==> config.mk <==
export PLATFORM = sky130hd
export DESIGN_NAME = dual_timer_mode_control
export DESIGN_NICKNAME = d
export VERILOG_FILES = /design/src/hdl/timer_pkg.sv /design/src/hdl/timer_pins_if.sv /design/src/hdl/pin_conditioner.sv /design/src/hdl/timer_irq_events.sv /design/src/hdl/dual_timer_mode_control.sv
export SDC_FILE = /design/constraint.sdc
export NUM_CORES = 1
export LEC_CHECK = 0
export ABC_AREA = 1
export BUFFER_PORTS_ARGS = -buffer_cell sky130_fd_sc_hd__buf_2
export CORE_ASPECT_RATIO = 1.4
export CORE_MARGIN = 5
export CORE_UTILIZATION = 52
export CTS_CLUSTER_DIAMETER = 30
export DETAILED_ROUTE_END_ITERATION = 10
export GPL_TIMING_DRIVEN = 0
export PLACE_DENSITY = 0.9
export SYNTH_ARGS = -nofsm -noshare
export SYNTH_HDL_FRONTEND = slang
export SYNTH_SLANG_ARGS = --single-unit
==> constraint.sdc <==
create_clock -name ref_clk -period 2.11 [get_ports ref_clk]
set_clock_uncertainty 0.15 [all_clocks]
set_input_delay 0.3165 -clock ref_clk [delete_from_list [all_inputs] [get_ports ref_clk]]
set_output_delay 0.3165 -clock ref_clk [all_outputs]
set_load 0.05 [all_outputs]
==> src/hdl/timer_pkg.sv <==
// Shared constants and types of the dual timer block
package timer_pkg;

  // ****************************************
  // Bus geometry
  // ****************************************
  localparam int unsigned ADDR_W = 12;
  localparam int unsigned DATA_W = 32;

  // ****************************************
  // Register indexes and byte addresses
  // ****************************************
  localparam logic [7:0] IDX_CONTROL    = 8'h88;
  localparam logic [7:0] IDX_MODE       = 8'h89;
  localparam logic [7:0] IDX_TL0        = 8'h8A;
  localparam logic [7:0] IDX_TL1        = 8'h8B;
  localparam logic [7:0] IDX_TH0        = 8'h8C;
  localparam logic [7:0] IDX_TH1        = 8'h8D;
  localparam logic [7:0] IDX_IRQ_STATUS = 8'h90;
  localparam logic [7:0] IDX_IRQ_MASK   = 8'h91;

  localparam logic [11:0] ADDR_CONTROL    = {2'h0, IDX_CONTROL, 2'h0};
  localparam logic [11:0] ADDR_MODE       = {2'h0, IDX_MODE, 2'h0};
  localparam logic [11:0] ADDR_TL0        = {2'h0, IDX_TL0, 2'h0};
  localparam logic [11:0] ADDR_TL1        = {2'h0, IDX_TL1, 2'h0};
  localparam logic [11:0] ADDR_TH0        = {2'h0, IDX_TH0, 2'h0};
  localparam logic [11:0] ADDR_TH1        = {2'h0, IDX_TH1, 2'h0};
  localparam logic [11:0] ADDR_IRQ_STATUS = {2'h0, IDX_IRQ_STATUS, 2'h0};
  localparam logic [11:0] ADDR_IRQ_MASK   = {2'h0, IDX_IRQ_MASK, 2'h0};

  // ****************************************
  // Field positions and reset values
  // ****************************************
  localparam int unsigned CTL_OVF1 = 7;
  localparam int unsigned CTL_RUN1 = 6;
  localparam int unsigned CTL_OVF0 = 5;
  localparam int unsigned CTL_RUN0 = 4;
  localparam int unsigned UNIT1_PIN_GATING    = 7;
  localparam int unsigned SRC1     = 6;
  localparam int unsigned MODE1_HI = 5;
  localparam int unsigned MODE1_LO = 4;
  localparam int unsigned UNIT0_PIN_GATING    = 3;
  localparam int unsigned SRC0     = 2;
  localparam int unsigned MODE0_HI = 1;
  localparam int unsigned MODE0_LO = 0;

  localparam logic [7:0] BYTE_RESET    = 8'h00;
  localparam logic [7:0] BYTE_MAX      = 8'hFF;
  localparam logic [4:0] PRESCALE_MAX  = 5'h1F;

  typedef enum logic [1:0] {
    MODE_PRESCALED,
    MODE_CASCADED,
    MODE_RELOAD,
    MODE_SPLIT
  } mode_t;

endpackage

==> src/hdl/timer_pins_if.sv <==
// Conditioned external pins passed from the synchroniser to the timers
`timescale 1ns/10ps
`default_nettype none
interface timer_pins_if;
  logic [1:0] event_fall;
  logic [1:0] irq_level;
  modport conditioner (output event_fall, output irq_level);
  modport timer       (input event_fall, input irq_level);
endinterface
`default_nettype wire

==> src/hdl/pin_conditioner.sv <==
// Synchronises event and interrupt pins and finds event falling edges
`timescale 1ns/10ps
`default_nettype none
module pin_conditioner
  import timer_pkg::*;
(
  input  wire logic        ref_clk,
  input  wire logic        sys_rst,
  input  wire logic [1:0]  event_pins,
  input  wire logic [1:0]  irq_pins,
  timer_pins_if.conditioner pins
);

  typedef struct packed {
    logic [3:0] s1;
    logic [3:0] s2;
    logic [3:0] s3;
  } sync_state_t;

  sync_state_t s;
  sync_state_t next_s;

  always_comb begin
    next_s    = s;
    next_s.s1 = {irq_pins, event_pins};
    next_s.s2 = s.s1;
    next_s.s3 = s.s2;
  end

  always_ff @(posedge ref_clk or posedge sys_rst) begin
    if (sys_rst) begin
      s <= '0;
    end else begin
      s <= next_s;
    end
  end

  // ****************************************
  // High sample then low sample
  // ****************************************
  genvar i;
  for (i = 0; i < 2; i++) begin : g_edge
    assign pins.event_fall[i] = s.s3[i] & ~s.s2[i];
  end
  assign pins.irq_level = s.s2[3:2];
endmodule
`default_nettype wire

==> src/hdl/timer_irq_events.sv <==
// Sticky overflow status, mask and interrupt level
`timescale 1ns/10ps
`default_nettype none
module timer_irq_events
  import timer_pkg::*;
(
  input  wire logic       ref_clk,
  input  wire logic       sys_rst,
  input  wire logic [1:0] event_set,
  input  wire logic       wr_status,
  input  wire logic       wr_mask,
  input  wire logic [1:0] wdata,
  output logic      [1:0] status,
  output logic      [1:0] mask,
  output logic            timer_irq
);

  typedef struct packed {
    logic [1:0] status;
    logic [1:0] mask;
  } irq_state_t;

  irq_state_t s;
  irq_state_t next_s;

  // Write one clears, but a new event in the same cycle still lands
  always_comb begin
    next_s = s;
    if (wr_status) begin
      next_s.status = s.status & ~wdata;
    end
    if (wr_mask) begin
      next_s.mask = wdata;
    end
    next_s.status = next_s.status | event_set;
  end

  always_ff @(posedge ref_clk or posedge sys_rst) begin
    if (sys_rst) begin
      s <= '0;
    end else begin
      s <= next_s;
    end
  end

  assign status    = s.status;
  assign mask      = s.mask;
  assign timer_irq = |(s.status & s.mask);
endmodule
`default_nettype wire

==> src/hdl/dual_timer_mode_control.sv <==
// Two 16-bit timer/counters with mode select and an APB register slave
//
// Decided for this implementation: register access over APB.
`timescale 1ns/10ps
`default_nettype none

module dual_timer_mode_control
  import timer_pkg::*;
(
  input  wire logic              ref_clk,
  input  wire logic              sys_rst,
  input  wire logic              psel,
  input  wire logic              penable,
  input  wire logic              pwrite,
  input  wire logic [ADDR_W-1:0] paddr,
  input  wire logic [DATA_W-1:0] pwdata,
  output logic      [DATA_W-1:0] prdata,
  output logic                   pready,
  output logic                   pslverr,
  input  wire logic              unit0_event_pin,
  input  wire logic              unit1_event_pin,
  input  wire logic              ext_irq0_pin,
  input  wire logic              ext_irq1_pin,
  input  wire logic              unit0_vector_ack,
  input  wire logic              unit1_vector_ack,
  output logic                   unit0_overflow_flag,
  output logic                   unit1_overflow_flag,
  output logic                   timer_irq
);

  // ****************************************
  // State
  // ****************************************
  typedef struct packed {
    logic              run1;
    logic              run0;
    logic              ovf1;
    logic              ovf0;
    logic [7:0]        mode_sel;
    logic [7:0]        tl0;
    logic [7:0]        th0;
    logic [7:0]        tl1;
    logic [7:0]        th1;
    logic [DATA_W-1:0] rdata;
  } core_state_t;

  core_state_t s;
  core_state_t next_s;

  timer_pins_if pins ();

  logic        unit0_pin_gating;
  logic        unit1_pin_gating;
  logic        src0;
  logic        src1;
  mode_t       mode0;
  mode_t       mode1;
  logic        split;
  logic        tick0;
  logic        tick1;
  logic        tick_h;
  logic [16:0] step0;
  logic [16:0] step1;
  logic        ovf_h;
  logic [1:0]  ovf_set;
  logic        setup;
  logic        wr;
  logic        hit;
  logic [7:0]  rd_byte;
  logic [1:0]  irq_status;
  logic [1:0]  irq_mask;

  // ****************************************
  // Pins and interrupt helpers
  // ****************************************
  pin_conditioner i_pin_conditioner (
    .ref_clk    (ref_clk),
    .sys_rst    (sys_rst),
    .event_pins ({unit1_event_pin, unit0_event_pin}),
    .irq_pins   ({ext_irq1_pin, ext_irq0_pin}),
    .pins       (pins.conditioner)
  );

  timer_irq_events i_timer_irq_events (
    .ref_clk   (ref_clk),
    .sys_rst   (sys_rst),
    .event_set (ovf_set),
    .wr_status (wr && paddr == ADDR_IRQ_STATUS),
    .wr_mask   (wr && paddr == ADDR_IRQ_MASK),
    .wdata     (pwdata[1:0]),
    .status    (irq_status),
    .mask      (irq_mask),
    .timer_irq (timer_irq)
  );

  // ****************************************
  // One counting step of a unit
  // ****************************************
  // Returns overflow, high byte, low byte
  function automatic logic [16:0] count_step(
    input mode_t      m,
    input logic [7:0] tl,
    input logic [7:0] th,
    input logic       tick
  );
    logic [7:0] l;
    logic [7:0] h;
    logic       o;
    l = tl;
    h = th;
    o = 1'b0;
    if (tick) begin
      case (m)
        MODE_PRESCALED: begin
          // Upper low-byte bits are left alone, only 5 bits prescale
          if (tl[4:0] == PRESCALE_MAX) begin
            l[4:0] = 5'h00;
            o      = (th == BYTE_MAX);
            h      = th + 8'h01;
          end else begin
            l[4:0] = tl[4:0] + 5'h01;
          end
        end
        MODE_CASCADED: begin
          o      = ({th, tl} == {BYTE_MAX, BYTE_MAX});
          {h, l} = {th, tl} + 16'h0001;
        end
        MODE_RELOAD: begin
          if (tl == BYTE_MAX) begin
            l = th;
            o = 1'b1;
          end else begin
            l = tl + 8'h01;
          end
        end
        MODE_SPLIT: begin
          o = (tl == BYTE_MAX);
          l = tl + 8'h01;
        end
        default: begin
          l = tl;
        end
      endcase
    end
    return {o, h, l};
  endfunction

  // ****************************************
  // Mode decode and count enables
  // ****************************************
  assign unit0_pin_gating = s.mode_sel[UNIT0_PIN_GATING];
  assign unit1_pin_gating = s.mode_sel[UNIT1_PIN_GATING];
  assign src0  = s.mode_sel[SRC0];
  assign src1  = s.mode_sel[SRC1];
  assign mode0 = mode_t'(s.mode_sel[MODE0_HI:MODE0_LO]);
  assign mode1 = mode_t'(s.mode_sel[MODE1_HI:MODE1_LO]);
  assign split = (mode0 == MODE_SPLIT);

  // Gate pin is only honoured when the gate bit asks for it
  assign tick0 = s.run0 & (~unit0_pin_gating | pins.irq_level[0])
               & (src0 ? pins.event_fall[0] : 1'b1);

  // In split mode unit 1 loses its run bit to the high byte of unit 0
  assign tick1 = (split | s.run1) & (~unit1_pin_gating | pins.irq_level[1])
               & (src1 ? pins.event_fall[1] : 1'b1)
               & (mode1 != MODE_SPLIT);

  assign tick_h = split & s.run1;
  assign ovf_h  = tick_h & (s.th0 == BYTE_MAX);

  assign step0 = count_step(mode0, s.tl0, s.th0, tick0);
  assign step1 = count_step(mode1, s.tl1, s.th1, tick1);

  assign ovf_set = {split ? ovf_h : step1[16], step0[16]};

  // ****************************************
  // APB decode
  // ****************************************
  assign setup   = psel & ~penable;
  assign wr      = psel & penable & pwrite;
  assign pready  = 1'b1;
  assign pslverr = psel & penable & ~hit;
  assign prdata  = s.rdata;

  always_comb begin
    hit     = 1'b1;
    rd_byte = BYTE_RESET;
    case (paddr)
      ADDR_CONTROL:    rd_byte = {s.ovf1, s.run1, s.ovf0, s.run0, 4'h0};
      ADDR_MODE:       rd_byte = s.mode_sel;
      ADDR_TL0:        rd_byte = s.tl0;
      ADDR_TL1:        rd_byte = s.tl1;
      ADDR_TH0:        rd_byte = s.th0;
      ADDR_TH1:        rd_byte = s.th1;
      ADDR_IRQ_STATUS: rd_byte = {6'h00, irq_status};
      ADDR_IRQ_MASK:   rd_byte = {6'h00, irq_mask};
      default:         hit     = 1'b0;
    endcase
  end

  // ****************************************
  // Next state
  // ****************************************
  always_comb begin
    next_s     = s;
    next_s.tl0 = step0[7:0];
    next_s.th0 = tick_h ? s.th0 + 8'h01 : step0[15:8];
    next_s.tl1 = step1[7:0];
    next_s.th1 = step1[15:8];
    if (setup) begin
      next_s.rdata = {24'h000000, rd_byte};
    end
    // A software write to a count byte wins over the count itself
    if (wr) begin
      case (paddr)
        ADDR_CONTROL: begin
          next_s.ovf1 = pwdata[CTL_OVF1];
          next_s.run1 = pwdata[CTL_RUN1];
          next_s.ovf0 = pwdata[CTL_OVF0];
          next_s.run0 = pwdata[CTL_RUN0];
        end
        ADDR_MODE: next_s.mode_sel = pwdata[7:0];
        ADDR_TL0:  next_s.tl0 = pwdata[7:0];
        ADDR_TL1:  next_s.tl1 = pwdata[7:0];
        ADDR_TH0:  next_s.th0 = pwdata[7:0];
        ADDR_TH1:  next_s.th1 = pwdata[7:0];
        default:   next_s.rdata = s.rdata;
      endcase
    end
    if (unit0_vector_ack) begin
      next_s.ovf0 = 1'b0;
    end
    if (unit1_vector_ack) begin
      next_s.ovf1 = 1'b0;
    end
    // Overflow set wins over any clear in the same cycle
    next_s.ovf0 = next_s.ovf0 | ovf_set[0];
    next_s.ovf1 = next_s.ovf1 | ovf_set[1];
  end

  always_ff @(posedge ref_clk or posedge sys_rst) begin
    if (sys_rst) begin
      s <= '0;
    end else begin
      s <= next_s;
    end
  end

  assign unit0_overflow_flag = s.ovf0;
  assign unit1_overflow_flag = s.ovf1;
endmodule
`default_nettype wire

Word level (Yosys, flattened, before mapping) --
Index checks and enable logic that the tools add are counted.
Storage, ports and cells: input bits 55, logic and storage cells 126, output and inout bits 37, bits in registers 90
Cells by class: multiplexer cells 42, reduce and logical (&&, ||, !) cells 9, add/subtract/negate cells 8, eq/ne operators 24, bitwise operators 28
Operators with widths (number):
- 2-to-1 mux 8 bit | 14
- == test 12 x 10 -> 1 bit, second input constant | 8
- 2-to-1 mux 74 bit | 1
- 2-to-1 mux 32 bit | 2
- one-hot mux 8 bit (8 select lines) | 1
- one-hot mux 5 bit (4 select lines) | 2
- adder 16 x 1 -> 16 bit, second input constant | 2
- adder 8 x 1 -> 8 bit, second input constant | 4
- == test 16 bit, second input constant | 2
- == test 8 bit, second input constant | 4
- one-hot mux 8 bit (2 select lines) | 2
- one-hot mux 3 bit (3 select lines) | 2
- AND 1 bit | 13
- 2-to-1 mux 1 bit | 12
- adder 5 x 1 -> 5 bit, second input constant | 2
- == test 5 bit, second input constant | 2
- 2-to-1 mux 5 bit | 2
- == test 2 bit, second input constant | 4
- one-hot mux 1 bit (4 select lines) | 2
- OR reduction 8 bit | 1
- NOT 1 bit | 6
- OR reduction 6 bit | 1
- OR 1 bit | 5
- AND 2 bit | 2
- other kinds (9) | 15

Logic depth before layout (Yosys ltp) --
depth in word-level cells 10, gate-level depth with buffers 13, gate-level depth less buffers 13

Cells and area by module --
A second synthesis with hierarchy kept.
Second synthesis, totals: cell total of the unflattened synthesis 800, area total of the unflattened synthesis 5102.4 sq um
By module, submodules not included:
- dual_timer_mode_control | instances 1, cells an instance 761, area each 4643.2 sq um, sequential area each 1301.2 sq um
- pin_conditioner | instances 1, cells an instance 17, area each 289.0 sq um, sequential area each 250.2 sq um
- timer_irq_events | instances 1, cells an instance 22, area each 170.2 sq um, sequential area each 100.1 sq um

Least setup slack after synthesis --
No wires, ideal clock.
kind input to output, from in paddr[9], to out pslverr, stages 8, required time 1644 ps, arrival 2066 ps, slack -422 ps, buffers on the path 1, path through inv_1 nor2_2 nand2_2 inv_2 buf_4 nand2_2 nand4_1 nor3_1
Between the ends: word-level cells in the longest chain between the ends 5, elaborated cells between the ends (all ways) 12, classes of those cells eq/ne (8); mux (1); bitwise (2); reduce/logical (1)
Ends and longest elaborated chain:
- from (decl) | line dual_timer_mode_control.sv:15 | input wire logic [ADDR_W-1:0] paddr,
- == test 12 x 10 -> 1 bit | line dual_timer_mode_control.sv:188 | case (paddr)
- OR reduction 8 bit (no source line) *
- 2-to-1 mux 1 bit * | line dual_timer_mode_control.sv:188
- NOT 1 bit * | line dual_timer_mode_control.sv:182 | assign pslverr = psel & penable & ~hit;
- AND 1 bit * | line dual_timer_mode_control.sv:182
- to (decl) | line dual_timer_mode_control.sv:19 | output logic pslverr,
Every way passes the cells marked *; elsewhere a longest branch is shown, timed or not.

Worst setup path in the final report --
from in paddr[3], to out pslverr
The elaborated chain is that of the path after synthesis.

==> reports/qor.txt <==
Layout cells sized above 1 - 20.4%
Row Count - 43
Synth Area in Adders - 1.21%
Critical path fanouts, max - 9
Max transition margin - 54.7%
Worst-path clk slew - 60 ps
Fin. max-slew vios - 0
Hold Worst Slack - 70.5 ps
Post-synth top area cell - dfrtp_1
Post-synthesis compound-gate area fraction - 15.9%
Max_cap viols - 0
Fin nets - 933
Yosys reg bits - 66
Largest family of logic cells by synthesized area - simple AND/OR/NAND/NOR gates
H-Tree Level Count - 3
Simple-gate share of the synthesized area - 33.8%
Final wirelength - 15.9 mm
Peak supply drop - 459 uV
P&R area growth vs syn - 20.3%
Final Hold Violating Endpoints - 0
Leakage power - 3.31 nW
Final min period - 2070 ps
Drt initial violations - 649
Clk root buf - clkbuf_16
Most frequent cells in the layout - 190 x nand2_1, 101 x inv_1, 89 x nor2_1
Grt ovf - 0
Type of the most critical hold path - in2reg
GPL Wtd Cong - 0.959
DRT Pass-1 Iters - 6
Status - complete, no violations
Max Fclk - 484 MHz
Chip width - 94.3 microns
Initial Util - 52.5%
Worst skew pair latency - 350 ps
DRC Markers - 0
Non-Filler Instances - 1013
Required @ worst endpoint - 1640 ps
Synth top area cells - dfrtp_1 32%, nand2_1 14%, inv_1 7.6%, nor2_1 6.7%, o21ai_0 5.8%
Synth warn - 0
Worst Setup Slack post-DPL - -151 ps
First element of the critical path - paddr[3]
Setup violators final - 0
Synth cell types - 43
CP max stage delay - 210 ps
Synth top area share - 32.0%
TritonCTS clock tree - built
Tcrit/Tclk final - 97.9%
Core area - 9850 sq um
Port Buffers - 42
Vias in the first global route - 5225
Crit path cell chain - buf_2 > inv_2 > nand3_1 > nor2_1 > nand2_4 > nand4_1 > nor3_4 > buf_6
TritonCTS Sinks - 66
Avg Cell Area, Syn - 6.62 sq um
Drt wl/cell - 15.7 microns
Die area - 12100 sq um
Dpl cell area - 5670 sq um
CTS max path bufs - 2
# diodes - 0
Post-Syn Instances - 781
Crit end category - output pin
DP Cell Count - 982
Measured slew at the worst slew-check pin - 678 ps
Post-synthesis sequential area ratio - 32.0%
Vias per Instance - 5.58
Num CTS Buffers - 9
Largest net degree at the start of global routing - 38
Die H - 128 microns
Final instance area - 6210 sq um
First-pass GRT wire length - 24.7 mm
Multiplexer area fraction after synthesis - 0%
Startpoint Class - input port
Crit path arrival time - 1600 ps
Synth Cell Area - 5170 sq um
GRT Overall Usage - 26.1%
Worst setup margin - 44.7 ps
Initial antenna violation count - 0
Antenna viol nets, final - 0
Most common cell after layout, fill and taps aside - nand2_1
XOR/XNOR share of the synthesized area - 2.03%
I/O pin count - 92
Crit-path slowest cell - nand4_1
Pwr/cell area - 535 nW/um^2
Worst r2r src - s[41]
Vias post-DR - 5655
Post-layout power - 3.32 mW
Final HPWL DP - 11.7 mm
Min-Delay Startpoint - unit1_vector_ack
Critical path class - in2out
==> where the power goes <==
group | switching [mW] | internal [mW] | leakage, nW
sequential | 0.0154 | 1.29 | 0.770
clock | 0.640 | 0.937 | 0.149
combinational | 0.313 | 0.132 | 2.39
==> registers in the layout, indices dropped and copies added (netlist names) <==
register and count:
s 38, prdata 8, i_pin_conditioner.next_s 6, i_pin_conditioner.pins.irq_level 2, i_pin_conditioner.s 2, i_timer_irq_events.mask 2, i_timer_irq_events.status 2, mode0 2
mode1 2, unit0_overflow_flag 1, unit1_overflow_flag 1
==> routing by layer <==
metal / vias up / part of all wire [%] / GRT usage (%)
met1: 2581 / 36 / 29.4
met2: 348 / 50 / 44.9
met5: - / 0 / 0
li1: 2646 / - / -
met3: 80 / 8.6 / 4.93
met4: 0 / 6.2 / 16.1
==> kinds of logic after synthesis <==
group,after synthesis
compound gates,147
xor+xnor,12
fa+ha+maj,5
buf+inv,163
flops,66
other cells,2
simple gates,386
==> critical path, delay by kind of cell <==
| family | cells | cell delay [ps] |
|---|---|---|
| buf+inv | 3 | 450 |
| simple gates | 5 | 820 |
==> area by class of cell <==
class / count / area [sq um]
clock buffer: 9 / 225
timing repair buffer: 58 / 362
tap: 135 / 169
clock inverter: 7 / 83.8
sequential: 66 / 1650
fill: 874 / 3630
inverter: 120 / 457
multi-input combinational: 575 / 2950
buffer: 43 / 322
==> metrics by stage <==
step	setup TNS, ps	utilization, %
3_5_place_dp	-334	57.6
4_1_cts	0	61.6
2_1_floorplan	0	-
5_1_grt	-77.1	63.1
3_3_place_gp	-262	57.4
6_report	0	63.1
==> cell usage after synthesis, drive strengths merged <==
cell      n
nand2   203
inv     117
nor2    108
o21ai    69
dfrtp    66
nand3    53
buf      42
a21oi    34
o22ai    24
o211ai   11
xor2     11
nand4    10
nor3      9
ha        5
a31oi     4
clkinv    3
conb      2
a211o     1
a21boi    1
a22oi     1
a41oi     1
and2      1
clkbuf    1
nand3b    1
nor4      1
o221ai    1
xnor2     1
==> final timing paths <==
kind / to / slack [ps] / cells past startpoint
setup / recovery: pslverr / 40 / 8
hold / removal: unit1_overflow_flag / 70 / 3
setup reg to reg: s[37] / 80 / 12
hold reg to reg: i_pin_conditioner.next_s[0] / 200 / 0
max in group asynchronous: prdata[1] / 720 / 4
min in group asynchronous: i_timer_irq_events.mask[0] / 460 / 3
==> timing repair <==
action / in CTS / in global routing
pin swaps: 1 / 10
buffers inserted: 2 / 8
hold buffers: 5 / 0
setup endpoints to repair: 8 / 11
resized for setup: 7 / 22
gates cloned: 0 / 0
endpoints found under the hold margin: 33 / 0
Power figures use the tool's default switching activity.
